`config.mk`:
```
export PLATFORM = sky130hd
export DESIGN_NAME = mlevel_encoder
export DESIGN_NICKNAME = d
export VERILOG_FILES = /design/src/shared/mlevel_pkg.sv /design/src/verilog/mlevel_encoder.sv /design/src/verilog/pin_sync.sv /design/src/verilog/sym_buffer.sv
export SDC_FILE = /design/constraint.sdc
export NUM_CORES = 1
export LEC_CHECK = 0
export CELL_PAD_IN_SITES_DETAIL_PLACEMENT = 0
export CELL_PAD_IN_SITES_GLOBAL_PLACEMENT = 1
export CORE_ASPECT_RATIO = 2
export CORE_UTILIZATION = 45
export DETAILED_ROUTE_END_ITERATION = 8
export DONT_BUFFER_PORTS = 1
export HOLD_SLACK_MARGIN = 0.03
export PLACE_DENSITY_LB_ADDON = 0.08
export SYNTH_ARGS = -nofsm -noshare
export SYNTH_HDL_FRONTEND = slang
export SYNTH_SLANG_ARGS = --single-unit
```
`constraint.sdc`:
```
create_clock -name clk -period 2.3 [get_ports clk]
set_input_delay 0.115 -clock clk [delete_from_list [all_inputs] [get_ports clk]]
set_output_delay 0.115 -clock clk [all_outputs]
set_load 0.01 [all_outputs]
```
`src/shared/mlevel_pkg.sv`:
```
// shared constants and types for the constellation encoder
package mlevel_pkg;

    // ----------------------------------------------------------------
    // widths
    // ----------------------------------------------------------------
    localparam int CODE_W = 3;
    localparam int SYM_W = 4;
    localparam int SIZE_W = 2;
    localparam int PAIR_W = 2 * CODE_W;

    // ----------------------------------------------------------------
    // selector encodings
    // ----------------------------------------------------------------
    typedef enum logic [SIZE_W-1:0] {
        SIZE_4 = 2'b00,
        SIZE_8 = 2'b01,
        SIZE_16 = 2'b10
    } size_t;

    typedef enum logic {
        SHAPE_PHASE = 1'b0,
        SHAPE_AMPLITUDE = 1'b1
    } shape_t;

    typedef enum logic {
        MODE_FULL_ENCODE = 1'b0,
        MODE_SELFTEST_DISPLAY = 1'b1
    } mode_t;

    // ----------------------------------------------------------------
    // bits per symbol for each size
    // ----------------------------------------------------------------
    localparam logic [2:0] BITS_4 = 3'h2;
    localparam logic [2:0] BITS_8 = 3'h3;
    localparam logic [2:0] BITS_16 = 3'h4;

    // ----------------------------------------------------------------
    // values after reset
    // ----------------------------------------------------------------
    localparam logic [CODE_W-1:0] CODE_RST = 3'h0;
    localparam logic [SYM_W-1:0] SYM_RST = 4'h0;
    localparam logic [2:0] BITCNT_RST = 3'h0;

    // ----------------------------------------------------------------
    // timing
    // ----------------------------------------------------------------
    localparam int SYS_CLK_HZ = 20000000;
    localparam int BIT_CLK_MAX_HZ = 10000;
    localparam int BIT_PERIOD_MIN_CYC = SYS_CLK_HZ / BIT_CLK_MAX_HZ;

    // ----------------------------------------------------------------
    // buffering
    // ----------------------------------------------------------------
    localparam int BUF_DEPTH = 2;
    localparam int SYNC_STAGES = 2;

endpackage

```
`src/verilog/mlevel_encoder.sv`:
```
// serial bit stream to quadrature/in-phase level code encoder
//
// Summary of operation
// - gather 2, 3 or 4 bits per symbol
// - two modes chosen by static jumper
// - normal mode encodes data with bit clock
// - self-test mode ignores data, uses clock only
// - shape and size pick one of six
// - phase sets use 3, 4, 8 levels
// - amplitude sets use 2, 4, 4 levels
// - symbols placed in Gray code order
// - steady high input in normal mode gives all-ones symbol
`timescale 1ns/100ps
`default_nettype none

module mlevel_encoder #(
    parameter int BUF_ENTRIES = mlevel_pkg::BUF_DEPTH
) (
    // clock and reset
    input wire logic clk,
    input wire logic arst_n,
    // link from the bit source
    input wire logic bit_clk,
    input wire logic serial_data,
    // board and panel selectors
    input wire logic mode_select_jumper,
    input wire logic shape_sel,
    input wire logic [mlevel_pkg::SIZE_W-1:0] size_sel,
    // level codes to the converters
    output logic [mlevel_pkg::CODE_W-1:0] q_code,
    output logic [mlevel_pkg::CODE_W-1:0] i_code,
    output logic sym_valid,
    input wire logic dac_ready,
    // status
    output logic overrun,
    output logic selftest_active
);
    import mlevel_pkg::*;

    // ----------------------------------------------------------------
    // pin synchronisation
    // ----------------------------------------------------------------
    localparam int PINS = 4 + SIZE_W;

    logic [PINS-1:0] pins_s;

    pin_sync #(
        .W(PINS)
    ) u_sync (
        .clk(clk),
        .arst_n(arst_n),
        .pin_in({bit_clk, serial_data, mode_select_jumper, shape_sel, size_sel}),
        .pin_sync_out(pins_s)
    );

    wire bclk_s = pins_s[PINS-1];
    wire data_s = pins_s[PINS-2];
    wire mode_s = pins_s[PINS-3];
    wire shape_s = pins_s[PINS-4];
    wire [SIZE_W-1:0] size_s = pins_s[SIZE_W-1:0];

    // ----------------------------------------------------------------
    // bit clock edge and configuration tracking
    // ----------------------------------------------------------------
    logic bclk_d_reg;
    logic mode_reg;
    logic shape_reg;
    logic [SIZE_W-1:0] size_reg;

    // data and clock share one synchroniser, so data stays aligned to the edge
    wire bclk_rise = bclk_s && !bclk_d_reg;
    wire cfg_change = (mode_s != mode_reg) || (shape_s != shape_reg) || (size_s != size_reg);

    always_ff @(posedge clk or negedge arst_n) begin
        if (!arst_n) begin
            bclk_d_reg <= 1'b0;
            mode_reg <= MODE_FULL_ENCODE;
            shape_reg <= SHAPE_PHASE;
            size_reg <= SIZE_4;
        end else begin
            bclk_d_reg <= bclk_s;
            mode_reg <= mode_s;
            shape_reg <= shape_s;
            size_reg <= size_s;
        end
    end

    wire is_selftest = (mode_reg == MODE_SELFTEST_DISPLAY);
    wire is_amp = (shape_reg == SHAPE_AMPLITUDE);

    // unused size code falls back to the four-point set
    wire sel_8 = (size_reg == SIZE_8);
    wire sel_16 = (size_reg == SIZE_16);
    wire [2:0] bits_per_sym = sel_16 ? BITS_16 : (sel_8 ? BITS_8 : BITS_4);

    // ----------------------------------------------------------------
    // bit grouping
    // ----------------------------------------------------------------
    logic [SYM_W-1:0] shift_reg;
    logic [2:0] bit_cnt_reg;
    logic [SYM_W-1:0] selftest_display_mode_cnt_reg;

    wire last_bit = (bit_cnt_reg == bits_per_sym - 3'h1);
    wire group_done = bclk_rise && last_bit;

    // first received bit ends up as the most significant bit of the symbol
    wire [SYM_W-1:0] shift_next = {shift_reg[SYM_W-2:0], data_s};
    wire [SYM_W-1:0] len_mask = sel_16 ? 4'hf : (sel_8 ? 4'h7 : 4'h3);

    always_ff @(posedge clk or negedge arst_n) begin
        if (!arst_n) begin
            shift_reg <= SYM_RST;
            bit_cnt_reg <= BITCNT_RST;
        end else if (cfg_change) begin
            shift_reg <= SYM_RST;
            bit_cnt_reg <= BITCNT_RST;
        end else if (bclk_rise) begin
            shift_reg <= shift_next;
            bit_cnt_reg <= last_bit ? BITCNT_RST : bit_cnt_reg + 3'h1;
        end
    end

    // self-test counter advances one symbol per bit group
    always_ff @(posedge clk or negedge arst_n) begin
        if (!arst_n) begin
            selftest_display_mode_cnt_reg <= SYM_RST;
        end else if (cfg_change) begin
            selftest_display_mode_cnt_reg <= SYM_RST;
        end else if (group_done && is_selftest) begin
            selftest_display_mode_cnt_reg <= (selftest_display_mode_cnt_reg + 4'h1) & len_mask;
        end
    end

    // counter is Gray coded so the display walks neighbouring points
    wire [SYM_W-1:0] selftest_display_mode_bits = selftest_display_mode_cnt_reg ^ {1'b0, selftest_display_mode_cnt_reg[SYM_W-1:1]};
    wire [SYM_W-1:0] data_bits = shift_next & len_mask;
    // serial data is not looked at in self-test
    wire [SYM_W-1:0] sym_bits = is_selftest ? selftest_display_mode_bits : data_bits;

    // ----------------------------------------------------------------
    // symbol to level mapping
    // ----------------------------------------------------------------
    function automatic logic [SYM_W-1:0] gray_to_bin(input logic [SYM_W-1:0] g);
        logic [SYM_W-1:0] b;
        b = '0;
        b[SYM_W-1] = g[SYM_W-1];
        for (int n = SYM_W - 2; n >= 0; n--) begin
            b[n] = b[n+1] ^ g[n];
        end
        return b;
    endfunction

    // cosine-like level index around a circle of 2*half points
    function automatic logic [CODE_W-1:0] fold(input logic [SYM_W-1:0] k,
                                               input logic [SYM_W-1:0] half);
        logic [SYM_W-1:0] v;
        v = (k < half) ? (half - 4'h1 - k) : (k - half);
        return v[CODE_W-1:0];
    endfunction

    // three-level axis for the four-point circle: +, 0, -, 0
    function automatic logic [CODE_W-1:0] axis3(input logic [1:0] k);
        logic [CODE_W-1:0] v;
        v = 3'h1;
        if (k == 2'h0) begin
            v = 3'h2;
        end else if (k == 2'h2) begin
            v = 3'h0;
        end
        return v;
    endfunction

    // zero-padded Gray code decodes the same as the short word
    wire [SYM_W-1:0] pos = gray_to_bin(sym_bits);
    wire [1:0] pos4 = pos[1:0];
    wire [SYM_W-1:0] pos8 = pos & 4'h7;

    // phase sets: 3, 4 and 8 levels per branch
    wire [CODE_W-1:0] p4_i = axis3(pos4);
    wire [CODE_W-1:0] p4_q = axis3(pos4 - 2'h1);
    wire [CODE_W-1:0] p8_i = fold(pos8, 4'h4);
    wire [CODE_W-1:0] p8_q = fold((pos8 - 4'h2) & 4'h7, 4'h4);
    wire [CODE_W-1:0] p16_i = fold(pos, 4'h8);
    wire [CODE_W-1:0] p16_q = fold(pos - 4'h4, 4'h8);

    // amplitude sets: 2, 4 and 4 levels per branch, Gray on each axis
    wire [SYM_W-1:0] low_bin = gray_to_bin({2'b00, sym_bits[1:0]});
    wire [SYM_W-1:0] high_bin = gray_to_bin({2'b00, sym_bits[3:2]});
    wire [CODE_W-1:0] a4_i = {2'b00, sym_bits[0]};
    wire [CODE_W-1:0] a4_q = {2'b00, sym_bits[1]};
    wire [CODE_W-1:0] a8_i = low_bin[CODE_W-1:0];
    wire [CODE_W-1:0] a8_q = {1'b0, sym_bits[2], low_bin[0]};
    wire [CODE_W-1:0] a16_i = low_bin[CODE_W-1:0];
    wire [CODE_W-1:0] a16_q = high_bin[CODE_W-1:0];

    // in normal mode an all-ones group lands on one fixed point per set
    wire [CODE_W-1:0] phase_i = sel_16 ? p16_i : (sel_8 ? p8_i : p4_i);
    wire [CODE_W-1:0] phase_q = sel_16 ? p16_q : (sel_8 ? p8_q : p4_q);
    wire [CODE_W-1:0] amp_i = sel_16 ? a16_i : (sel_8 ? a8_i : a4_i);
    wire [CODE_W-1:0] amp_q = sel_16 ? a16_q : (sel_8 ? a8_q : a4_q);
    wire [CODE_W-1:0] map_i = is_amp ? amp_i : phase_i;
    wire [CODE_W-1:0] map_q = is_amp ? amp_q : phase_q;

    // ----------------------------------------------------------------
    // symbol buffer
    // ----------------------------------------------------------------
    logic buf_in_ready;
    logic buf_out_valid;
    logic [PAIR_W-1:0] buf_out_data;

    wire push_sym = group_done && !cfg_change;
    logic sym_valid_reg;

    wire out_free = !sym_valid_reg || dac_ready;

    sym_buffer #(
        .W(PAIR_W),
        .DEPTH(BUF_ENTRIES)
    ) u_buf (
        .clk(clk),
        .arst_n(arst_n),
        .in_valid(push_sym),
        .in_ready(buf_in_ready),
        .in_data({map_q, map_i}),
        .out_valid(buf_out_valid),
        .out_ready(out_free),
        .out_data(buf_out_data)
    );

    // ----------------------------------------------------------------
    // output stage
    // ----------------------------------------------------------------
    logic [CODE_W-1:0] q_code_reg;
    logic [CODE_W-1:0] i_code_reg;
    logic overrun_reg;
    logic selftest_reg;

    wire load_out = buf_out_valid && out_free;
    // the bit source cannot be held, so a full buffer drops the symbol
    wire overrun_set = push_sym && !buf_in_ready;

    // level codes hold their last value between symbols, as on a converter
    always_ff @(posedge clk or negedge arst_n) begin
        if (!arst_n) begin
            q_code_reg <= CODE_RST;
            i_code_reg <= CODE_RST;
            sym_valid_reg <= 1'b0;
        end else begin
            if (load_out) begin
                q_code_reg <= buf_out_data[PAIR_W-1:CODE_W];
                i_code_reg <= buf_out_data[CODE_W-1:0];
            end
            if (load_out) begin
                sym_valid_reg <= 1'b1;
            end else if (dac_ready) begin
                sym_valid_reg <= 1'b0;
            end
        end
    end

    // overrun is sticky until the selectors change
    always_ff @(posedge clk or negedge arst_n) begin
        if (!arst_n) begin
            overrun_reg <= 1'b0;
            selftest_reg <= 1'b0;
        end else begin
            if (overrun_set) begin
                overrun_reg <= 1'b1;
            end else if (cfg_change) begin
                overrun_reg <= 1'b0;
            end
            selftest_reg <= is_selftest;
        end
    end

    assign q_code = q_code_reg;
    assign i_code = i_code_reg;
    assign sym_valid = sym_valid_reg;
    assign overrun = overrun_reg;
    assign selftest_active = selftest_reg;

endmodule
`default_nettype wire

```
`src/verilog/pin_sync.sv`:
```
// two flip-flop synchroniser for a group of asynchronous pins
`timescale 1ns/100ps
`default_nettype none

module pin_sync #(
    parameter int W = 1
) (
    // clock and reset
    input wire logic clk,
    input wire logic arst_n,
    // pins and synchronised copies
    input wire logic [W-1:0] pin_in,
    output logic [W-1:0] pin_sync_out
);
    import mlevel_pkg::*;

    logic [W-1:0] meta_reg;
    logic [W-1:0] stable_reg;

    // ----------------------------------------------------------------
    // first stage feeds only the second
    // ----------------------------------------------------------------
    always_ff @(posedge clk or negedge arst_n) begin
        if (!arst_n) begin
            meta_reg <= '0;
            stable_reg <= '0;
        end else begin
            meta_reg <= pin_in;
            stable_reg <= meta_reg;
        end
    end

    assign pin_sync_out = stable_reg;

endmodule
`default_nettype wire

```
`src/verilog/sym_buffer.sv`:
```
// small valid/ready buffer held in flip-flops
`timescale 1ns/100ps
`default_nettype none

module sym_buffer #(
    parameter int W = 6,
    parameter int DEPTH = 2
) (
    // clock and reset
    input wire logic clk,
    input wire logic arst_n,
    // filling side
    input wire logic in_valid,
    output logic in_ready,
    input wire logic [W-1:0] in_data,
    // draining side
    output logic out_valid,
    input wire logic out_ready,
    output logic [W-1:0] out_data
);
    import mlevel_pkg::*;

    localparam int PW = (DEPTH > 1) ? $clog2(DEPTH) : 1;
    localparam int CW = $clog2(DEPTH + 1);
    localparam logic [PW-1:0] PTR_LAST = PW'(DEPTH - 1);
    localparam logic [CW-1:0] CNT_FULL = CW'(DEPTH);

    logic [W-1:0] mem_reg [DEPTH];
    logic [PW-1:0] wr_ptr_reg;
    logic [PW-1:0] rd_ptr_reg;
    logic [CW-1:0] count_reg;

    wire push = in_valid && in_ready;
    wire pop = out_valid && out_ready;
    wire [PW-1:0] wr_ptr_next = (wr_ptr_reg == PTR_LAST) ? '0 : wr_ptr_reg + 1'b1;
    wire [PW-1:0] rd_ptr_next = (rd_ptr_reg == PTR_LAST) ? '0 : rd_ptr_reg + 1'b1;

    assign in_ready = (count_reg != CNT_FULL);
    assign out_valid = (count_reg != '0);
    assign out_data = mem_reg[rd_ptr_reg];

    // ----------------------------------------------------------------
    // storage
    // ----------------------------------------------------------------
    always_ff @(posedge clk or negedge arst_n) begin
        if (!arst_n) begin
            for (int n = 0; n < DEPTH; n++) begin
                mem_reg[n] <= '0;
            end
        end else if (push) begin
            mem_reg[wr_ptr_reg] <= in_data;
        end
    end

    // ----------------------------------------------------------------
    // pointers and fill level
    // ----------------------------------------------------------------
    always_ff @(posedge clk or negedge arst_n) begin
        if (!arst_n) begin
            wr_ptr_reg <= '0;
            rd_ptr_reg <= '0;
            count_reg <= '0;
        end else begin
            if (push) begin
                wr_ptr_reg <= wr_ptr_next;
            end
            if (pop) begin
                rd_ptr_reg <= rd_ptr_next;
            end
            if (push && !pop) begin
                count_reg <= count_reg + 1'b1;
            end else if (pop && !push) begin
                count_reg <= count_reg - 1'b1;
            end
        end
    end

endmodule
`default_nettype wire
```
After elaboration in Yosys (flattened, before gate mapping)
Index checks and enable logic that the tools add are counted.

operators by class
  bitwise logic cells = 9
  div/mod/pow operators = 0
  reduce and logical (&&, ||, !) cells = 27
  mux-type cells = 44
  shift-type cells = 0
  $add $sub $neg = 18
  $mul = 0
  magnitude comparators = 7
  equality and inequality tests = 9

operator list
  kind                 count
  $mux 3               17
  $mux 6               4
  $mux 2               8
  $mux 4               4
  $bwmux 12            1
  $reduce_bool 2->1    6
  $logic_and 1x1->1    10
  $mux 1               9
  $sub 3x1->3 const B  3
  $and 4x4->4          2
  $lt 4x4->1 const B   2
  $demux 6 s1          1
  $eq 2x2->1 const B   3
  $logic_not 1->1      6
  $lt 3x3->1 const B   2
  $sub 2x3->3 const A  2
  $sub 3x3->3 const A  2
  $sub 3x3->3 const B  2
  $add 4x1->4 const B  1
  $ge 2x2->1 const B   2
  $logic_not 2->1      2
  $not 1->2            2
  $sub 2x1->2 const B  2
  $sub 4x3->4 const B  1
  13 further kinds     20

storage, ports and cells
  register bits = 52
  bits in read-only memories = 0
  output and inout bits = 9
  memory bits (writable) = 0
  bits in latches = 0
  memories kept = 0
  input port bits = 9
  logic and storage cells = 133

Longest topological paths before layout
Gate-level depths: netlist of run 1.

  depth in word-level cells = 16
  depth in mapped cells = 12
  mapped depth without buffers = 12

Hierarchy
Synthesis of run 1 repeated with hierarchy kept, for this count alone.

second synthesis, totals
  cells, all modules = 213
  area, all modules = 2588.7 um^2

by module, submodules not included
  module          times used  area an instance (um^2)  cells each  sequential area each (um^2)
  mlevel_encoder  1           1502.7                   151         600.6
  sym_buffer      1           785.8                    50          400.4
  pin_sync        1           300.3                    12          300.3

Worst setup path after synthesis of run 1
Ideal clock, no wire load.

  path kind = reg-to-reg
  start point = register selftest_display_mode_cnt_reg[2]
  end point = register u_buf.mem_reg[10] (netlist bit)
  setup slack = -0.130 ns
  clock period less this slack = 2.430 ns
  buffers on the path = 0
  cell stages (with the launch flop) = 11
  setup time = 0.127 ns
  arrival = 2.303 ns
  required time = 2.173 ns
  cells stage by stage = dfrtp_1 > ha_1 > mux2i_1 > xor2_1 > xnor2_1 > ha_1 > nand3b_1 > o21ai_0 > a31oi_1 > o31ai_1 > mux2_1

on the way
  longest elaborated chain between the ends = 12
  elaborated cells on any way between the ends = 24
  those cells by class = 7 x add/sub; 2 x order compare; 10 x mux; 4 x bitwise; 1 x reduce/logical

RTL lines
  element                                            line                                          RTL
  start: declaration                                 mlevel_encoder.sv:101                         logic [SYM_W-1:0] selftest_display_mode_cnt_reg;
  start signal: assignment                           mlevel_encoder.sv:130                         selftest_display_mode_cnt_reg <= (selftest_display_mode_cnt_reg + 4'h1) & len_mask;
  $xor 4x3->4 (*)                                    mlevel_encoder.sv:135                         wire [SYM_W-1:0] selftest_display_mode_bits = selftest_display_mode_cnt_reg ^ {1'b0, selftest_display_mode_cnt ...
  $mux 4 (*)                                         mlevel_encoder.sv:138                         wire [SYM_W-1:0] sym_bits = is_selftest ? selftest_display_mode_bits : data_bits;
  $xor 1x1->1 (3 in series)                          mlevel_encoder.sv:148                         b[n] = b[n+1] ^ g[n];
  $sub 3x2->3 / $sub 2x1->2 (equally long branches)  mlevel_encoder.sv:182, mlevel_encoder.sv:180
  $sub 3x3->3, or another cell as far along          mlevel_encoder.sv:157                         v = (k < half) ? (half - 4'h1 - k) : (k - half);
  $mux 3 / $mux 2 (equally long branches)            mlevel_encoder.sv:157, mlevel_encoder.sv:165
  $mux 3 (2 in series)                               mlevel_encoder.sv:198                         wire [CODE_W-1:0] phase_q = sel_16 ? p16_q : (sel_8 ? p8_q : p4_q);
  $mux 3 (*)                                         mlevel_encoder.sv:202                         wire [CODE_W-1:0] map_q = is_amp ? amp_q : phase_q;
  $bwmux 12 (*)                                      sym_buffer.sv:51                              mem_reg[wr_ptr_reg] <= in_data;
  end signal: indexed assignment                     sym_buffer.sv:51
  end: declaration                                   sym_buffer.sv:28                              logic [W-1:0] mem_reg [DEPTH];

Mark *: on every way between the ends. The rest lies on a longest branch, timed or not.
A chain may end at the register's enable or synchronous reset.

Final worst setup path of run 1
  start point = register selftest_display_mode_cnt_reg[1]
  end point = register u_buf.mem_reg[4] (netlist bit)

on the way
  longest elaborated chain between the ends = 11
  elaborated cells on any way between the ends = 21
  those cells by class = 7 x add/sub; 2 x order compare; 8 x mux; 3 x bitwise; 1 x reduce/logical

RTL lines
  element                                            line
  $xor 4x3->4 (*)                                    mlevel_encoder.sv:135
  $mux 4 (*)                                         mlevel_encoder.sv:138
  $xor 1x1->1 (2 in series)                          mlevel_encoder.sv:148
  $sub 3x2->3 / $sub 2x1->2 (equally long branches)  mlevel_encoder.sv:182, mlevel_encoder.sv:180
  $sub 3x3->3, or another cell as far along          mlevel_encoder.sv:157
  $mux 3 / $mux 2 (equally long branches)            mlevel_encoder.sv:157, mlevel_encoder.sv:165
  $mux 3                                             mlevel_encoder.sv:198
  $mux 3 (*)                                         mlevel_encoder.sv:198
  $mux 3 (*)                                         mlevel_encoder.sv:202
  $bwmux 12 (*)                                      sym_buffer.sv:51

Marks and branches as above.

==> flow_metrics.tcl, run 1 <==
set metrics [dict create \
    largest_register_ffs 12 \
    setup-violations-final 0 \
    wl_per_cell_um 15.7 \
    min_period_ns 2.20 \
    cts_tree "yes" \
    synth-seq-cells 52 \
    dpl.hpwl_mm 3.84 \
    finClkSkew_ns 0.00528 \
    hold_viol_final 0 \
    hold_class "input port to register" \
    synth_top_area_share_pct 50.8 \
    cts_buffer_depth 2 \
    path_max_fanout 3 \
    leakage_nw 1.37 \
    ant_nets 0 \
    clk_pin_slew_ns 0.10 \
    drt_iter0_markers 65 \
    drt-pass1-iter-count 4 \
    finalNetCount 280 \
    critPathRequiredTime_ns 2.51 \
    syn_inst 234 \
    max_clock_freq_mhz 455 \
    synth.net_count 252 \
    yosysTopAreaCell "dfrtp_1" \
    die_x_um 55.3 \
    ios 18 \
    cts_buffers 5 \
    numPortBuffers 0 \
    final_core_util_pct 56.5 \
    crit_type "register to register" \
    hold-worst-slack_ns 0.229 \
    tightest_slew_ns 0.450 \
    worst_ir_drop_vdd_v 0.000586 \
    arrival_ns 2.41 \
    period_share_pct 95.5 \
    end_kind "register" \
    rows 38 \
    ff_latch_area_um2 1300 \
    dieArea_um2 6020 \
    vias 1695 \
    gp_congestion 0.846 \
    yosys.cell_types.count 39 \
    die_h_um 109 \
    antenna_cells 0 \
    htree_levels 2 \
    grt_max_degree 53 \
    core-area_um2 5470 \
    cts.sinks 52 \
    seq_area_frac_synth_pct 50.8 \
    drv_slew 0 \
    root_buffer "clkbuf_8" \
    netlist_area_um2 2560 \
    drive_gt1_share_pct 23.6 \
    grt_util_all_layers_pct 19.0 \
    power_density_nw_per_um2 663 \
    antenna_found_initial 0 \
    outcome "complete, no violations" \
    area_growth_pct 20.7 \
    relSlewSlack_pct 70.0 \
    drc 0 \
    grt_pass1_wl_mm 8.63 \
    grt_overflow 0 \
    grt_pass1_vias 1855 \
    initial_utilization_pct 46.8 \
    totalWireLength_mm 5.08 \
    start_kind "register" \
    drv_cap 0 \
    multi_input_area_um2 1310 \
    n_fill_cell 485 \
    yosysWarnings 0 \
    synth.avg_cell_area_um2 10.9 \
    ys_top_cells_by_area "dfrtp_1 51%, xnor2_1 5.5%, mux2i_1 4.7%, xor2_1 4.4%, ha_1 4.4%" \
    via_per_inst 5.25 \
    clk_latency_ns 0.32 \
]
==> kinds of logic (layout without fill, tap and decap cells) <==
family / Yosys count / in the layout / synth area share, %
and+or+nand+nor: 65 / 65 / 13.2
DFF: 52 / 52 / 50.8
AOI/OAI and AO/OA: 35 / 35 / 8.11
xor gates and xnor gates: 29 / 29 / 9.92
muxes: 23 / 23 / 9.97
buffers and inverters: 21 / 50 / 3.57
adders and majority gates: 9 / 9 / 4.40
==> critical path, cell delays in order (launching register included) <==
cell and delay [ns]:
dfrtp_1 0.44, ha_4 0.26, mux2i_4 0.18, xor2_2 0.21, xnor2_2 0.11, ha_2 0.17, nand3b_1 0.09, o21ai_1 0.07
a31oi_1 0.19, o31ai_2 0.11, mux2_4 0.26
==> stage by stage <==
step | std cells | total power [mW] | instance area [um2] | setup WS (ns) | TNS, ns
detailed placement | 301 | 1.49 | 2730 | -0.0986 | -0.299
CTS | 319 | 2.07 | 2980 | 0.00182 | 0
global route | 323 | 2.17 | 3090 | -0.00669 | -0.00669
finish | 323 | 2.05 | 3090 | 0.103 | 0
global placement | 301 | 1.48 | 2730 | -0.0218 | -0.0435
floorplan | 234 | 1.41 | 2580 | 0.0198 | 0
==> cell usage after synthesis (all sizes together) <==
cell	count
dfrtp	52
nand2	20
nor2	18
xnor2	16
a21oi	15
xor2	13
mux2i	12
inv	11
mux2	10
o21ai	10
ha	9
nand2b	6
buf	5
clkbuf	5
nand3	5
nor2b	4
a211oi	3
and2	2
nor3b	2
o31ai	2
a21boi	1
a221oi	1
a31oi	1
a32o	1
and2b	1
and4b	1
mux4	1
nand3b	1
nand4	1
nor3	1
nor4	1
o32ai	1
or2	1
or3	1
==> where the power goes <==
group / internal, mW / total (mW) / switching, mW
Clock: 0.216 / 0.531 / 0.314
Sequential: 1.02 / 1.16 / 0.134
Combinational: 0.175 / 0.360 / 0.185
Total: 1.41 / 2.05 / 0.633
==> cell usage in the layout (no fill, tap or decap), types with 3 or more instances in the layout <==
cell,count
xor2_1,12
ha_1,4
a21oi_1,14
a211oi_1,3
nor2b_1,4
nand3_1,5
buf_4,22
dfrtp_1,50
clkbuf_8,5
mux2_4,4
ha_2,3
o21ai_0,6
nor2_1,17
nand2b_1,5
mux2i_1,10
mux2_1,6
dlygate4sd3_1,8
xnor2_1,14
o21ai_1,3
inv_1,10
nand2_1,20
==> per-layer routing <==
| metal | global-route usage (%) | up-vias | wire, um |
|---|---|---|---|
| met5 | 0 | - | 0 |
| met3 | 3.68 | 10 | 104 |
| met1 | 19.0 | 824 | 1820 |
| met2 | 36.6 | 21 | 3030 |
| li1 | - | 840 | - |
| met4 | 9.29 | 0 | 120 |
==> area by class of cell <==
class	instances	share of cell area [%]
sequential	52	42.2
clock inverter	3	0.688
clock buffer	5	2.23
multi-input combinational	161	42.3
tap	60	2.43
timing repair buffer	31	8.83
inverter	11	1.34
==> timing repair <==
item | 4_1_cts | 5_1_grt
pin swaps | 1 | 9
endpoints found under the setup margin | 9 | 12
gates resized for setup | 7 | 21
endpoints found under the hold margin | 59 | 0
hold buffers | 9 | 0
setup buffers | 1 | 4
==> worst paths after layout <==
| check | startpoint | to | slack, ns | cells after the start |
|---|---|---|---|---|
| min in group asynchronous | arst_n | sym_valid | 0.31 | 2 |
| max in group asynchronous | arst_n | size_reg[1] | 1.76 | 2 |
| worst max register to register | selftest_display_mode_cnt_reg[1] | u_buf.mem_reg[4] | 0.10 | 10 |
| worst max-delay path | selftest_display_mode_cnt_reg[1] | u_buf.mem_reg[4] | 0.10 | 10 |
| worst min-delay path | dac_ready | q_code[2] | 0.23 | 4 |
| worst min register to register | u_sync.meta_reg[3] | u_sync.pin_sync_out[3] | 0.36 | 0 |
Power figures use the tool's default switching activity.
==> run 2: changes to the inputs <==
--- a/config.mk
+++ b/config.mk
@@ -8,7 +8,7 @@
 export CELL_PAD_IN_SITES_DETAIL_PLACEMENT = 0
 export CELL_PAD_IN_SITES_GLOBAL_PLACEMENT = 1
 export CORE_ASPECT_RATIO = 2
-export CORE_UTILIZATION = 45
+export CORE_UTILIZATION = 50
 export DETAILED_ROUTE_END_ITERATION = 8
 export DONT_BUFFER_PORTS = 1
 export HOLD_SLACK_MARGIN = 0.03
==> constraint.sdc (replaced) <==
create_clock -name clk -period 2.1 [get_ports clk]
set_input_delay 0 -clock clk [delete_from_list [all_inputs] [get_ports clk]]
set_output_delay 0 -clock clk [all_outputs]
set_load 0.01 [all_outputs]
==> flow_metrics.tcl, run 2 (synthesis gave the netlist of run 1 again) <==
set metrics [dict create \
    drt_iter0_markers 23 \
    crit_chain "inv_2 > ha_4 > inv_1 > o21ai_2 > xor2_2 > xnor2_2 > ha_1 > o31ai_2 > nor3_1 > mux2_4" \
    vias 1785 \
    critPathTopFamily "flip-flops" \
    end_kind "register" \
    rsz0062_at_grt "true" \
    root_buffer "clkbuf_8" \
    hold-worst-slack_ns 0.109 \
    setup-violations-final 11 \
    core-area_um2 4910 \
    leakage_nw 1.46 \
    grt_pass1_wl_mm 8.49 \
    htree_levels 2 \
    place_inst 312 \
    ios 18 \
    max_clock_freq_mhz 461 \
    final_cell_mix "49 x dfrtp_1, 32 x buf_4, 18 x nand2_1, 18 x nor2_1, 14 x a21oi_1" \
    via_per_inst 5.38 \
    finalNetCount 293 \
    drv_slew 0 \
    antenna_cells 0 \
    dpl.hpwl_mm 3.91 \
    violations "setup timing" \
    clk_pin_slew_ns 0.09 \
    n_fill_cell 384 \
    initial_utilization_pct 52.2 \
    path_max_fanout 3 \
    final_common_cell "dfrtp_1" \
    wl_per_cell_um 15.7 \
    start_kind "register" \
    grt_overflow 0 \
    antenna_found_initial 0 \
    grt_max_degree 53 \
    setup_ws_ns -0.0695 \
    ant_nets 0 \
    clk_latency_ns 0.31 \
    stdcell_area_um2 3240 \
    place_area_um2 2910 \
    die_h_um 103 \
    grt_util_all_layers_pct 21.9 \
    critPathRequiredTime_ns 2.29 \
    period_share_pct 103 \
    cts_tree "yes" \
    path_buf_inv 2 \
    cts_buffers 5 \
    drive_gt1_share_pct 29.5 \
    rows 36 \
    cts_buffer_depth 2 \
    hold_class "input port to register" \
    totalWireLength_mm 5.23 \
    gp_congestion 0.789 \
    tightest_slew_ns 0.450 \
    cts.sinks 52 \
    drt-pass1-iter-count 4 \
    slowest_stage "dfrtp_2" \
    grt_pass1_vias 1855 \
    die_x_um 52.6 \
    arrival_ns 2.36 \
    final_cells 332 \
    outcome "finished, violations left" \
    power_density_nw_per_um2 686 \
    largest_register_ffs 12 \
    drc 0 \
    dieArea_um2 5430 \
    min_period_ns 2.17 \
    worst_ir_drop_vdd_v 0.000515 \
    relSlewSlack_pct 69.9 \
    area_growth_pct 26.5 \
    finClkSkew_ns 0.00898 \
    numPortBuffers 0 \
    drv_cap 0 \
    slowest_delay_ns 0.44 \
    crit_type "register to register" \
    hold_viol_final 0 \
]
## run 2: cell count changes in the layout (fill, tap and decap cells not counted), sizes merged
cell / before / now
buf: 23 / 36
inv: 12 / 11
## run 2: report_power, final
group          internal (mW)  switching [mW]  total [mW]
registers               1.12           0.149        1.27
clock network          0.226           0.304       0.530
logic                  0.209           0.213       0.423
total                   1.56           0.666        2.22
## run 2: cell type report
type	count	area, um2	share of cell area, %
inverters	11	41.3	1.27
clock inverters	2	12.5	0.386
clock buffers	5	68.8	2.12
multi-input cells	161	1340	41.4
repair buffers	44	399	12.3
flip-flops and latches	52	1310	40.3
well taps	57	71.3	2.20
## run 2: per-stage QoR
stage,setup slack (ns),power (mW),TNS [ns],util [%]
2_1_floorplan,-0.0670,1.55,-0.646,-
3_3_place_gp,-0.0940,1.64,-0.552,59.4
3_5_place_dp,-0.147,1.66,-1.12,59.4
4_1_cts,-0.0651,2.25,-0.457,65.5
5_1_grt,-0.197,2.35,-2.35,66.0
6_report,-0.0695,2.22,-0.530,66.0
## run 2: worst paths after layout
path                                               endpoint  slack, ns               start  cells after the start
setup / recovery                           u_buf.mem_reg[7]      -0.07         size_reg[0]                     10
hold / removal                           u_buf.count_reg[0]       0.11           dac_ready                      5
setup reg to reg                           u_buf.mem_reg[7]      -0.07         size_reg[0]                     10
hold reg to reg                      u_sync.pin_sync_out[4]       0.35  u_sync.meta_reg[4]                      0
max in group asynchronous  selftest_display_mode_cnt_reg[2]       1.65              arst_n                      2
min in group asynchronous                 u_buf.mem_reg[11]       0.21              arst_n                      2
## run 2: metal layers
metal	vias up	wire length (um)	track usage, %
li1	859	-	-
met1	888	1750	20.7
met2	26	3270	44.1
met4	0	107	7.49
met3	12	99	3.95
met5	-	0	0
## run 2: worst register-to-register path, cell delays in order, from the launching register on
cell	delay, ns
dfrtp_2	0.44
inv_2	0.08
ha_4	0.16
inv_1	0.05
o21ai_2	0.16
xor2_2	0.20
xnor2_2	0.12
ha_1	0.22
o31ai_2	0.27
nor3_1	0.11
mux2_4	0.26
## run 2: what timing repair did
action                     in CTS  in global routing
gates resized for setup        24                  6
setup buffers                   4                  1
pin swaps                       8                  2
setup endpoints to repair      12                 17
hold buffers                    9                  0
hold endpoints to repair       59                  0
==> run 3: changes to the inputs <==
--- a/config.mk
+++ b/config.mk
@@ -5,10 +5,11 @@
 export SDC_FILE = /design/constraint.sdc
 export NUM_CORES = 1
 export LEC_CHECK = 0
+export ABC_AREA = 1
 export CELL_PAD_IN_SITES_DETAIL_PLACEMENT = 0
 export CELL_PAD_IN_SITES_GLOBAL_PLACEMENT = 1
 export CORE_ASPECT_RATIO = 2
-export CORE_UTILIZATION = 50
+export CORE_UTILIZATION = 48
 export DETAILED_ROUTE_END_ITERATION = 8
 export DONT_BUFFER_PORTS = 1
 export HOLD_SLACK_MARGIN = 0.03
==> flow_metrics.tcl, run 3 <==
set metrics [dict create \
    hp-start "dac_ready" \
    rows 37 \
    numPortBuffers 0 \
    ios 18 \
    r2r-start "size_reg[1]" \
    final_cells 398 \
    area_growth_pct 20.2 \
    root_buffer "clkbuf_8" \
    grt_pass1_wl_mm 9.16 \
    largest_register_ffs 12 \
    tightest_slew_ns 0.392 \
    synth-seq-cells 52 \
    htree_levels 2 \
    totalWireLength_mm 5.47 \
    arrival_ns 2.23 \
    critPathRequiredTime_ns 2.31 \
    die_x_um 54.5 \
    hold_class "input port to register" \
    period_share_pct 96.2 \
    core-area_um2 5230 \
    final_cell_mix "110 x nand2_1, 50 x dfrtp_1, 27 x inv_1" \
    gp_congestion 0.861 \
    drt_iter0_markers 36 \
    synth.net_count 328 \
    ys_top_cells_by_area "dfrtp_1 49%, nand2_1 16%, nand3_1 4.4%, ha_1 4.3%, inv_1 4.3%" \
    finalNetCount 357 \
    min_period_ns 2.02 \
    end_kind "register" \
    grt_pass1_vias 2044 \
    vias 2026 \
    via_per_inst 5.09 \
    grt_max_degree 53 \
    total_power_mw 2.61 \
    r2r_slack_ns 0.08 \
    syn_inst 310 \
    path_max_fanout 4 \
    antenna_cells 0 \
    power_density_nw_per_um2 823 \
    yosysWarnings 0 \
    rsz0062_at_grt "true" \
    synth_top_area_share_pct 49.3 \
    leakage_nw 1.55 \
    crit_type "register to register" \
    synth_most_common_cell "nand2_1" \
    cts_buffers 5 \
    dieArea_um2 5820 \
    n_fill_cell 471 \
    crit_start "size_reg[1]" \
    synth.avg_cell_area_um2 8.52 \
    seq_area_frac_synth_pct 49.3 \
    drv_cap 0 \
    grt_overflow 0 \
    drive_gt1_share_pct 18.5 \
    max_clock_freq_mhz 495 \
    outcome "complete, no violations" \
    clk_pin_slew_ns 0.09 \
    hold_viol_final 0 \
    start_kind "register" \
    ant_nets 0 \
    dpl.hpwl_mm 4.17 \
    cts.sinks 52 \
    drt-pass1-iter-count 4 \
    yosys.cell_types.count 32 \
    final_common_cell "nand2_1" \
    clk_latency_ns 0.32 \
    yosysTopAreaCell "dfrtp_1" \
    netlist_area_um2 2640 \
    place_inst 377 \
    ys.flop_type "dfrtp_1" \
    initial_utilization_pct 50.5 \
    grt_util_all_layers_pct 22.3 \
    synth-edff-count 0 \
    setup-violations-final 0 \
    die_h_um 107 \
    synthTopCellsByCount "112 x nand2_1, 52 x dfrtp_1, 30 x inv_1, 23 x nand3_1, 14 x o21ai_0" \
    async_reset_ff_share_pct 100 \
    relSlewSlack_pct 73.9 \
    cts_buffer_depth 2 \
    wl_per_cell_um 13.7 \
    drc 0 \
    cts_tree "yes" \
    antenna_found_initial 0 \
    worst_ir_drop_vdd_v 0.000756 \
    finClkSkew_ns 0.00915 \
    drv_slew 0 \
]
[run 3: changes by cell type after synthesis, sizes merged, moves of 9 or more]
cell	delta
inv	+25
mux2	-10
mux2i	-12
nand2	+95
nand3	+21
o21ai	+9
xnor2	-11
[run 3: cells by family after synthesis]
logic type	Yosys count	synth area share, %
and+or+nand+nor	163	29.1
DFF	52	49.3
buffers and inverters	42	6.44
AOI/OAI and AO/OA	31	6.30
xor gates and xnor gates	13	4.60
adders and majority gates	9	4.26
[run 3: path summary, 6_finish.rpt]
path,end,cells after the start
setup / recovery,u_buf.count_reg[1],11
hold / removal,u_buf.rd_ptr_reg,4
setup reg to reg,u_buf.count_reg[1],11
hold reg to reg,u_sync.pin_sync_out[3],0
max in group asynchronous,size_reg[1],2
min in group asynchronous,sym_valid,2
[run 3: worst max-delay path, stage by stage (launching register included)]
cell     delay, ns
dfrtp_2       0.45
ha_4          0.28
xnor2_1       0.14
nor2_2        0.15
nand4_4       0.11
nor2_4        0.16
nand2_4       0.06
inv_2         0.06
ha_4          0.20
a21oi_2       0.10
o21ai_1       0.08
xor2_1        0.14
[run 3: power by group]
| group | internal [mW] | switching, mW | leakage (nW) | total, mW |
|---|---|---|---|---|
| logic | 0.204 | 0.277 | 0.807 | 0.481 |
| registers | 1.10 | 0.109 | 0.668 | 1.21 |
| clock network | 0.595 | 0.326 | 0.0784 | 0.921 |
[run 3: final cells by class]
cell class | count | area (um2) | area share, %
flip-flops and latches | 52 | 1300 | 41.1
multi-input cells | 216 | 1240 | 39.2
repair buffers | 27 | 255 | 8.04
inverters | 37 | 139 | 4.38
clock inverters | 3 | 90.1 | 2.84
well taps | 58 | 72.6 | 2.29
clock buffers | 5 | 68.8 | 2.17
[run 3: layer usage]
metal	global-route usage (%)	share of wire [%]	vias to the layer above	wire length, um
li1	-	-	1030	-
met1	20.8	35	955	1920
met2	41.4	59	25	3200
met3	3.40	1.6	16	87
met4	13.4	4.7	0	257
met5	0	0	-	0
[run 3: through the flow]
step	setup TNS (ns)	setup slack [ns]	instance area [um2]	util, %	hold slack, ns
2_1_floorplan	0	0.0191	2650	-	-0.296
3_3_place_gp	0	0.0379	2800	53.5	-0.295
3_5_place_dp	-0.0450	-0.0250	2800	53.5	-0.295
4_1_cts	0	0.000926	3070	58.8	0.0918
5_1_grt	-0.0271	-0.0164	3170	60.7	0.137
6_report	0	0.0792	3170	60.7	0.106
[run 3: timing repair]
item | 4_1_cts | 5_1_grt
resized for setup | 0 | 17
buffers inserted | 1 | 3
hold endpoints to repair | 59 | 0
hold buffers | 9 | 0
cloned | 0 | 0
pin swaps | 0 | 7
endpoints found under the setup margin | 3 | 11
